File: src/hw/ulc_defines.svh
// Register offsets, field positions, reset values and timing counts of the line control block
`ifndef ULC_DEFINES_SVH
`define ULC_DEFINES_SVH

// ****************************************************************
// Register byte addresses
// ****************************************************************
`define ULC_OFF_DATA 32'h5002_0000
`define ULC_OFF_DIVH 32'h5002_0004
`define ULC_OFF_LCTL 32'h5002_000C
`define ULC_OFF_MCTL 32'h5002_0010
`define ULC_OFF_STAT 32'h5002_007C

// ****************************************************************
// Field positions
// ****************************************************************
`define ULC_DLAB_BIT 7
`define ULC_BRK_BIT 6
`define ULC_EPS_BIT 4
`define ULC_PAR_BIT 3
`define ULC_STOP_BIT 2
`define ULC_LB_BIT 4

// ****************************************************************
// Reset values and timing counts (half bit periods)
// ****************************************************************
`define ULC_LCTL_RST 8'h00
`define ULC_DIV_RST 8'h00
`define ULC_HALF_BIT 3'h2
`define ULC_HALF_STOP15 3'h3
`define ULC_HALF_STOP2 3'h4

`endif

File: src/hw/ulc_pkg.sv
// Types of the line control block
package ulc_pkg;

    typedef enum logic [2:0] {TX_IDLE, TX_START, TX_DATA, TX_PAR, TX_STOP} ulc_tx_t;
    typedef enum logic [2:0] {RX_IDLE, RX_START, RX_DATA, RX_PAR, RX_STOP} ulc_rx_t;

    typedef struct packed {
        logic [7:0] lctl;
        logic loop_en;
        logic [7:0] dll;
        logic [7:0] divisor_high;
        ulc_tx_t tx_st;
        logic [7:0] tx_sh;
        logic [2:0] tx_idx;
        logic [2:0] tx_half;
        logic [15:0] tx_cnt;
        logic ser;
        logic txd;
        ulc_rx_t rx_st;
        logic [7:0] rx_sh;
        logic [2:0] rx_idx;
        logic [2:0] rx_half;
        logic [15:0] rx_cnt;
        logic rx_pbad;
        logic [7:0] rx_data;
        logic rx_rdy;
        logic fe;
        logic pe;
        logic [31:0] rdata;
    } ulc_state_t;

endpackage : ulc_pkg

File: src/hw/ulc_line_ctrl.sv
// Line control of the serial port with a plain transmitter and receiver
// ****************************************************************
// Contract
// - Divisor select redirects low/high locations to divisor
// - Break bit forces serial output to zero
// - Pin low while break set, outside loopback
// - Parity select one even, zero odd
// - Parity bits writable only while not busy
// - Parity enable switches generation and checking
// - Stop select: one, one-and-half or two
// - Receiver checks only the first stop bit
// - Length field 00/01/10 gives 5/6/7 bits
// - Loopback holds pin high, loops output back
// ****************************************************************
//
// Local design decision: the plain strobed port.
`include "ulc_defines.svh"

module ulc_line_ctrl (
    input wire logic CORE_CLK_I,
    input wire logic RST_I,
    input wire logic [31:0] ADDR_I,
    input wire logic [31:0] WDATA_I,
    input wire logic WR_I,
    input wire logic RD_I,
    input wire logic RXD_I,
    output logic [31:0] RDATA_O,
    output logic TXD_O
);
    import ulc_pkg::*;

    ulc_state_t q;
    ulc_state_t d;
    logic [15:0] div;
    logic busy;
    logic tx_tick;
    logic rx_tick;
    logic [2:0] last_idx;
    logic [2:0] stop_halves;
    logic tx_bit;
    logic ser;
    logic rx_line;

    // ****************************************************************
    // Helpers
    // ****************************************************************
    // A divisor of zero or one runs at the clock rate rather than stalling
    function automatic logic tick_f(input logic [15:0] cnt, input logic [15:0] dv);
        tick_f = (dv <= 16'h0001) ? 1'b1 : (cnt == dv - 16'h0001);
    endfunction : tick_f

    function automatic logic par_f(input logic [7:0] data, input logic [1:0] len,
                                   input logic even);
        logic [7:0] m;
        m = data & ~(8'hE0 << len);
        par_f = even ? ^m : ~^m;
    endfunction : par_f

    assign div = {q.divisor_high, q.dll};
    assign busy = (q.tx_st != TX_IDLE) || (q.rx_st != RX_IDLE);
    assign tx_tick = tick_f(q.tx_cnt, div);
    assign rx_tick = tick_f(q.rx_cnt, div);
    assign last_idx = {1'b0, q.lctl[1:0]} + 3'h4;
    assign stop_halves = !q.lctl[`ULC_STOP_BIT] ? `ULC_HALF_BIT :
                         (q.lctl[1:0] == 2'h0) ? `ULC_HALF_STOP15 : `ULC_HALF_STOP2;
    assign tx_bit = (q.tx_st == TX_START) ? 1'b0 :
                    (q.tx_st == TX_DATA) ? q.tx_sh[q.tx_idx] :
                    (q.tx_st == TX_PAR) ? par_f(q.tx_sh, q.lctl[1:0], q.lctl[`ULC_EPS_BIT]) :
                    1'b1;
    assign ser = q.lctl[`ULC_BRK_BIT] ? 1'b0 : tx_bit;
    assign rx_line = q.loop_en ? q.ser : RXD_I;

    // ****************************************************************
    // Next state
    // ****************************************************************
    always_comb begin
        d = q;
        d.rdata = 32'h0000_0000;
        d.ser = ser;
        d.txd = q.loop_en ? 1'b1 : ser;

        // Register reads; clears come before the events below so a set wins
        if (RD_I) begin
            case (ADDR_I)
                `ULC_OFF_DATA: begin
                    if (q.lctl[`ULC_DLAB_BIT]) begin
                        d.rdata = {24'h00_0000, q.dll};
                    end else begin
                        d.rdata = {24'h00_0000, q.rx_data};
                        d.rx_rdy = 1'b0;
                    end
                end
                `ULC_OFF_DIVH: begin
                    if (q.lctl[`ULC_DLAB_BIT]) begin
                        d.rdata = {24'h00_0000, q.divisor_high};
                    end
                end
                `ULC_OFF_LCTL: d.rdata = {24'h00_0000, q.lctl};
                `ULC_OFF_MCTL: d.rdata = {27'h000_0000, q.loop_en, 4'h0};
                `ULC_OFF_STAT: begin
                    d.rdata = {28'h000_0000, q.pe, q.fe, q.rx_rdy, busy};
                    d.fe = 1'b0;
                    d.pe = 1'b0;
                end
                default: d.rdata = 32'h0000_0000;
            endcase
        end

        // Register writes
        if (WR_I) begin
            case (ADDR_I)
                `ULC_OFF_DATA: begin
                    if (q.lctl[`ULC_DLAB_BIT]) begin
                        d.dll = WDATA_I[7:0];
                    end else if (q.tx_st == TX_IDLE) begin
                        // No holding register: a write while sending is dropped
                        d.tx_sh = WDATA_I[7:0];
                        d.tx_st = TX_START;
                        d.tx_half = `ULC_HALF_BIT;
                        d.tx_cnt = 16'h0000;
                    end
                end
                `ULC_OFF_DIVH: begin
                    if (q.lctl[`ULC_DLAB_BIT]) begin
                        d.divisor_high = WDATA_I[7:0];
                    end
                end
                `ULC_OFF_LCTL: begin
                    d.lctl[7:6] = WDATA_I[7:6];
                    d.lctl[2:0] = WDATA_I[2:0];
                    if (!busy) begin
                        d.lctl[4:3] = WDATA_I[4:3];
                    end
                end
                `ULC_OFF_MCTL: d.loop_en = WDATA_I[`ULC_LB_BIT];
                default: ;
            endcase
        end

        // ****************************************************************
        // Transmitter
        // ****************************************************************
        if (q.tx_st != TX_IDLE) begin
            d.tx_cnt = tx_tick ? 16'h0000 : q.tx_cnt + 16'h0001;
            if (tx_tick) begin
                if (q.tx_half != 3'h1) begin
                    d.tx_half = q.tx_half - 3'h1;
                end else begin
                    case (q.tx_st)
                        TX_START: begin
                            d.tx_st = TX_DATA;
                            d.tx_idx = 3'h0;
                            d.tx_half = `ULC_HALF_BIT;
                        end
                        TX_DATA: begin
                            if (q.tx_idx == last_idx) begin
                                if (q.lctl[`ULC_PAR_BIT]) begin
                                    d.tx_st = TX_PAR;
                                    d.tx_half = `ULC_HALF_BIT;
                                end else begin
                                    d.tx_st = TX_STOP;
                                    d.tx_half = stop_halves;
                                end
                            end else begin
                                d.tx_idx = q.tx_idx + 3'h1;
                                d.tx_half = `ULC_HALF_BIT;
                            end
                        end
                        TX_PAR: begin
                            d.tx_st = TX_STOP;
                            d.tx_half = stop_halves;
                        end
                        default: d.tx_st = TX_IDLE;
                    endcase
                end
            end
        end

        // ****************************************************************
        // Receiver
        // ****************************************************************
        if (q.rx_st == RX_IDLE) begin
            if (!rx_line) begin
                d.rx_st = RX_START;
                d.rx_cnt = 16'h0000;
                d.rx_half = 3'h1;
            end
        end else begin
            d.rx_cnt = rx_tick ? 16'h0000 : q.rx_cnt + 16'h0001;
            if (rx_tick) begin
                if (q.rx_half != 3'h1) begin
                    d.rx_half = q.rx_half - 3'h1;
                end else begin
                    d.rx_half = `ULC_HALF_BIT;
                    case (q.rx_st)
                        RX_START: begin
                            // A start bit gone high by mid-bit was a glitch
                            d.rx_st = rx_line ? RX_IDLE : RX_DATA;
                            d.rx_idx = 3'h0;
                            d.rx_sh = 8'h00;
                        end
                        RX_DATA: begin
                            d.rx_sh[q.rx_idx] = rx_line;
                            if (q.rx_idx == last_idx) begin
                                d.rx_st = q.lctl[`ULC_PAR_BIT] ? RX_PAR : RX_STOP;
                            end else begin
                                d.rx_idx = q.rx_idx + 3'h1;
                            end
                        end
                        RX_PAR: begin
                            d.rx_pbad = rx_line !=
                                par_f(q.rx_sh, q.lctl[1:0], q.lctl[`ULC_EPS_BIT]);
                            d.rx_st = RX_STOP;
                        end
                        RX_STOP: begin
                            // Later stop bits are never looked at
                            d.rx_st = RX_IDLE;
                            d.rx_data = q.rx_sh;
                            d.rx_rdy = 1'b1;
                            // Build on the cleared copy so a same-cycle status read loses
                            d.fe = d.fe | !rx_line;
                            d.pe = d.pe | (q.lctl[`ULC_PAR_BIT] & q.rx_pbad);
                            d.rx_pbad = 1'b0;
                        end
                        default: d.rx_st = RX_IDLE;
                    endcase
                end
            end
        end
    end

    // ****************************************************************
    // State register
    // ****************************************************************
    always_ff @(posedge CORE_CLK_I) begin
        if (RST_I) begin
            q <= '0;
            q.lctl <= `ULC_LCTL_RST;
            q.dll <= `ULC_DIV_RST;
            q.divisor_high <= `ULC_DIV_RST;
            q.ser <= 1'b1;
            q.txd <= 1'b1;
        end else begin
            q <= d;
        end
    end

    assign RDATA_O = q.rdata;
    assign TXD_O = q.txd;
endmodule : ulc_line_ctrl

File: config.mk
export PLATFORM = sky130hd
export DESIGN_NAME = ulc_line_ctrl
export DESIGN_NICKNAME = d
export VERILOG_FILES = /design/src/hw/ulc_pkg.sv /design/src/hw/ulc_line_ctrl.sv
export VERILOG_INCLUDE_DIRS = /design/src /design/src/hw
export SDC_FILE = /design/constraint.sdc
export NUM_CORES = 1
export LEC_CHECK = 0
export BUFFER_PORTS_ARGS = -buffer_cell sky130_fd_sc_hd__buf_2
export CAP_MARGIN = 20
export CORE_MARGIN = 8
export CORE_UTILIZATION = 63
export DETAILED_ROUTE_END_ITERATION = 10
export PLACE_DENSITY = 0.91
export REMOVE_ABC_BUFFERS = 1
export SLEW_MARGIN = 0
export SYNTH_ARGS = -nofsm -noshare
export SYNTH_HDL_FRONTEND = slang
export SYNTH_SLANG_ARGS = --single-unit
File: constraint.sdc
create_clock -name CORE_CLK_I -period 9.75 [get_ports CORE_CLK_I]
set_input_delay 0.975 -clock CORE_CLK_I [delete_from_list [all_inputs] [get_ports CORE_CLK_I]]
set_output_delay 0.975 -clock CORE_CLK_I [all_outputs]
set_load 0.005 [all_outputs]
Word-level counts from Yosys, hierarchy flattened

Cells that the tools add are included.

Register bits after elaboration: 136
Bits in latches: 0
Bits in writable memories: 0
Memory bits (read-only): 0
Bits of input ports: 69
Output and inout port bits: 33
Logic and storage cells: 172
Memories: 0

Add/subtract/negate cells: 8
Multiply operators: 0
Div/mod/pow operators: 0
Order comparisons: 4
Eq/ne operators: 25
Shift-type cells: 1
Mux-type cells: 64
Bitwise operators: 12
Reductions and logical operators: 35

Operators with widths:

| kind                  | count |
|---|---|
| $eq 32x31->1 const B  | 5 |
| $mux 19               | 7 |
| $mux 3                | 21 |
| $mux 11               | 4 |
| $pmux 8 s5            | 1 |
| $mux 35               | 1 |
| $add 16x1->16 const B | 2 |
| $eq 16x16->1          | 2 |
| $mux 16               | 2 |
| $pmux 3 s3            | 3 |
| $reduce_and 4->1      | 6 |
| $pmux 11 s2           | 1 |
| $mux 17               | 1 |
| $and 8x8->8           | 2 |
| $le 16x1->1 const B   | 1 |
| $mux 8                | 2 |
| $reduce_xnor 8->1     | 2 |
| $reduce_xor 8->1      | 2 |
| $sub 16x1->16 const B | 1 |
| $mux 14               | 1 |
| $reduce_bool 2->1     | 7 |
| $mux 1                | 13 |
| $eq 3x2->1 const B    | 4 |
| $reduce_and 5->1      | 2 |
| other kinds (33)      | 56 |

Depth between registers and ports, before layout

Depth in word-level cells: 10
Depth in mapped cells: 15
Mapped depth without buffers: 11

Worst setup path after synthesis

OpenSTA, ideal clock, no wires.

Path type: flip-flop to flip-flop
From: reg q (netlist bit div[0])
To: reg q[66] (netlist name)
Setup time: 0.060 ns
Data arrival time: 3.378 ns
Data required time: 9.690 ns
Slack: 6.312 ns
Stages on the path, launching flop included: 13
Path buffers: 1
Period minus slack after synthesis: 3.438 ns
Cell sequence: dfxtp_1 clkbuf_1 inv_1 ha_1 nor3b_1 nand4_1 xnor2_1 or4_1 or4b_1 o21ai_1 nand2_1 nor3_2 a221o_1

Cells in the longest elaborated chain, start to end: 4
Elaborated cells on any way between the ends: 5
Those cells by class: add/sub: 1; order compare: 1; eq/ne: 1; mux: 1; reduce/logical: 1

Ends and longest elaborated chain:

| what                           | RTL line            | source |
|---|---|---|
| from (decl)                    | ulc_line_ctrl.sv:32 | `ulc_state_t q;` |
| $sub 16x1->16                  | ulc_line_ctrl.sv:49 | `tick_f = (dv <= 16'h0001) ? 1'b1 : (cnt == dv - 16'h0001);` |
| $eq 16x16->1                   | ulc_line_ctrl.sv:49 |  |
| $mux 1 (*)                     | ulc_line_ctrl.sv:49 |  |
| $reduce_and 4->1 (no line) (*) | -                   |  |

Mark *: on every way between the ends. The rest lies on a longest branch, timed or not.
A chain may end at the register's enable or synchronous reset.

Final worst setup path

From: reg q (netlist bit div[0])
To: reg q[67] (netlist name)

The elaborated chain is that of the path after synthesis.

==> reports/results.ini <==
[routing]
num_vias = 6684
postRouteAntennaNets = 0
finalWirelength_um = 18200
drt_iter0_drc = 642
drc = 0
drt-vias-per-instance = 6.53
avgRoutedWirePerCell_um = 17.7
firstDrtPassIters = 8

[worst_setup_path]
path_class = reg2reg
r2r_start = div[0]
cp.required_ps = 10080
reg2reg_to = q[67]
cp-start-kind = flip-flop
endpoint_kind = flip-flop
reg2reg_depth = 11
critPathMaxFanout = 15
critPathCapture = q[67]
arrival_ps = 4890
r2r_setup_slack_ps = 5190
crit_start = div[0]

[floorplan]
fp.dieH_um = 122
dieArea_um2 = 14900
design.core.area_um2 = 10900
initial_core_util_pct = 64.9
ios = 102
dieWidth_um = 122
row_count = 38

[timing]
setup_viol = 0
max_freq_mhz = 219
rsz0062_at_grt = false
setup_tns_ps = 0
holdWs_ps = 472
slew-limit-headroom_pct = 23.9
hold_violations = 0
layout_setup_ws_ps = 5190
min_period_over_period_pct = 46.8
fin_skew_ps = 14.3
worst_pin_slew_ps = 1130
slew_viol_final = 0
period_needed_ps = 4560

[layout]
multiInputGateArea_um2 = 4380
fillCellCount = 853
syn2layout_area_growth_pct = 4.54
drive_gt1_share_pct = 12.0
nets = 958
ff_latch_area_um2 = 2240
n_antenna_cell = 0
final_cells = 1024
final_cell_mix = 112 x dfxtp_1, 80 x nand2_1, 66 x nor2_1, 53 x buf_2, 48 x a21oi_1
final_common_cell = dfxtp_1

[global_routing]
grt_pass1_wl_um = 29100
track_usage_pct = 23.8
grt_max_degree = 68
grt-ovfl-total = 0
grt_pass1_vias = 6116
antenna_found_initial = 0

[power]
leakagePower_nw = 3.04
ir_drop_mv = 0.0921
powerDensity_nw_per_um2 = 117

[yosys]
ys_warn_count = 0
synth-seq-area-share_pct = 31.8
syn_avg_cell_area_um2 = 8.04
postSynthCellCount = 878
ys_async_sr_fraction_pct = 0
synth_edf_count = 0
syn_area_um2 = 7060
yosysUniqueCellTypes = 76
synth_ff_type = dfxtp_1
ys_ff_latch = 112

[worst_hold_path]
hp-start = q[32]
holdPathStages = 2
worstHoldPathType = reg2reg

[flow_run]
max_cap_viol_count = 0

[placement]
io_buffers = 53
dp_hpwl_um = 12800
dp.cells = 1007
post-place-ws_ps = 5310
gp_congestion = 0.954

[clock_tree]
clk_pin_slew_ps = 110
postCtsHoldBufs = 0
htreeDepth = 3
cts_tree = yes
cts_buffers = 9
cts.sinks = 112
clock_path_buffers = 2
insertion_delay_ps = 380
cts_resized = 0
cts_setup_buffers = 0
clockRootBuffer = clkbuf_8

[status]
status = finished clean

-- worst min path at each step --
stage | to | slack [ps]
after floorplan | q[34] | 430
after global placement | q[34] | 450
after detailed placement | q[32] | 460
after CTS | q[32] | 470
after global routing | q[34] | 490
final | q[32] | 470
-- cell usage after synthesis, types with 14 or more instances --
| cell type | count | share of area (%) |
|---|---|---|
| o21ai_0 | 37 | 2.6 |
| nor2_1 | 66 | 3.5 |
| xnor2_1 | 45 | 5.6 |
| nand4_1 | 14 | 1.2 |
| xor2_1 | 20 | 2.5 |
| dfxtp_1 | 112 | 32 |
| a31oi_1 | 16 | 1.4 |
| inv_1 | 15 | 0.80 |
| and3_1 | 28 | 2.5 |
| a21oi_1 | 48 | 3.4 |
| clkbuf_1 | 53 | 2.8 |
| nand3_1 | 44 | 3.1 |
| nor3_1 | 28 | 2.0 |
| buf_4 | 33 | 3.5 |
| mux2i_1 | 23 | 3.3 |
| nand2_1 | 80 | 4.3 |
-- layer usage --
| metal | up-vias | global-route usage (%) | wire length, um | share of wire, % |
|---|---|---|---|---|
| li1 | 3140 | - | - | - |
| met1 | 3111 | 28.6 | 7290 | 40 |
| met2 | 362 | 40.3 | 8660 | 48 |
| met3 | 71 | 4.21 | 1540 | 8.5 |
| met4 | 0 | 11.2 | 679 | 3.7 |
| met5 | - | 0 | 0 | 0 |
-- cell families (layout without fill, tap and decap cells) --
kind of cell             Yosys count  in the layout  synth area share [%]
AO/OA/AOI/OAI                    191            191                  18.2
flip-flops                       112            112                  31.8
other                              1             24                0.0531
AND/OR/NAND/NOR                  360            360                  27.3
buffers and inverters            106             89                  7.55
adder cells (fa/ha/maj)           10             10                  1.77
multiplexers                      32             32                  5.01
XOR/XNOR                          66             66                  8.38
-- state kept, by name (all words and copies together) (netlist names) --
register	flops
div	16
q	87
TXD_O	1
RDATA_O	8
-- through the flow --
stage	utilization [%]	cell area, um2	power, mW
final	67.8	7380	0.864
after global routing	67.8	7380	0.893
after CTS	67.7	7370	0.863
after detailed placement	65.6	7150	0.555
after global placement	65.6	7150	0.553
after floorplan	-	6670	0.524
-- area by class of cell --
cell class                      count  area share [%]
Clock inverter                      6            1.22
Multi-Input combinational cell    683            59.3
Sequential cell                   112            30.4
Inverter                           15           0.763
Tap cell                          140            2.37
Clock buffer                       10            1.86
Timing Repair Buffer               58            4.10
-- critical path, stage by stage (launching register included) --
cell,delay [ps]
dfxtp_1,510
inv_1,130
ha_1,480
nor3b_1,700
nand4_1,290
xnor2_1,250
or4_1,400
or4b_1,510
o21ai_1,310
nand2_1,180
nor3_2,510
a221o_1,240
-- report_power, final --
part | internal, mW | switching, mW | total (mW)
Combinational | 0.0277 | 0.0532 | 0.0809
Sequential | 0.462 | 0.00617 | 0.468
Clock | 0.153 | 0.162 | 0.315
Total | 0.643 | 0.221 | 0.864
No activity file was read; power rests on OpenSTA's default activity.
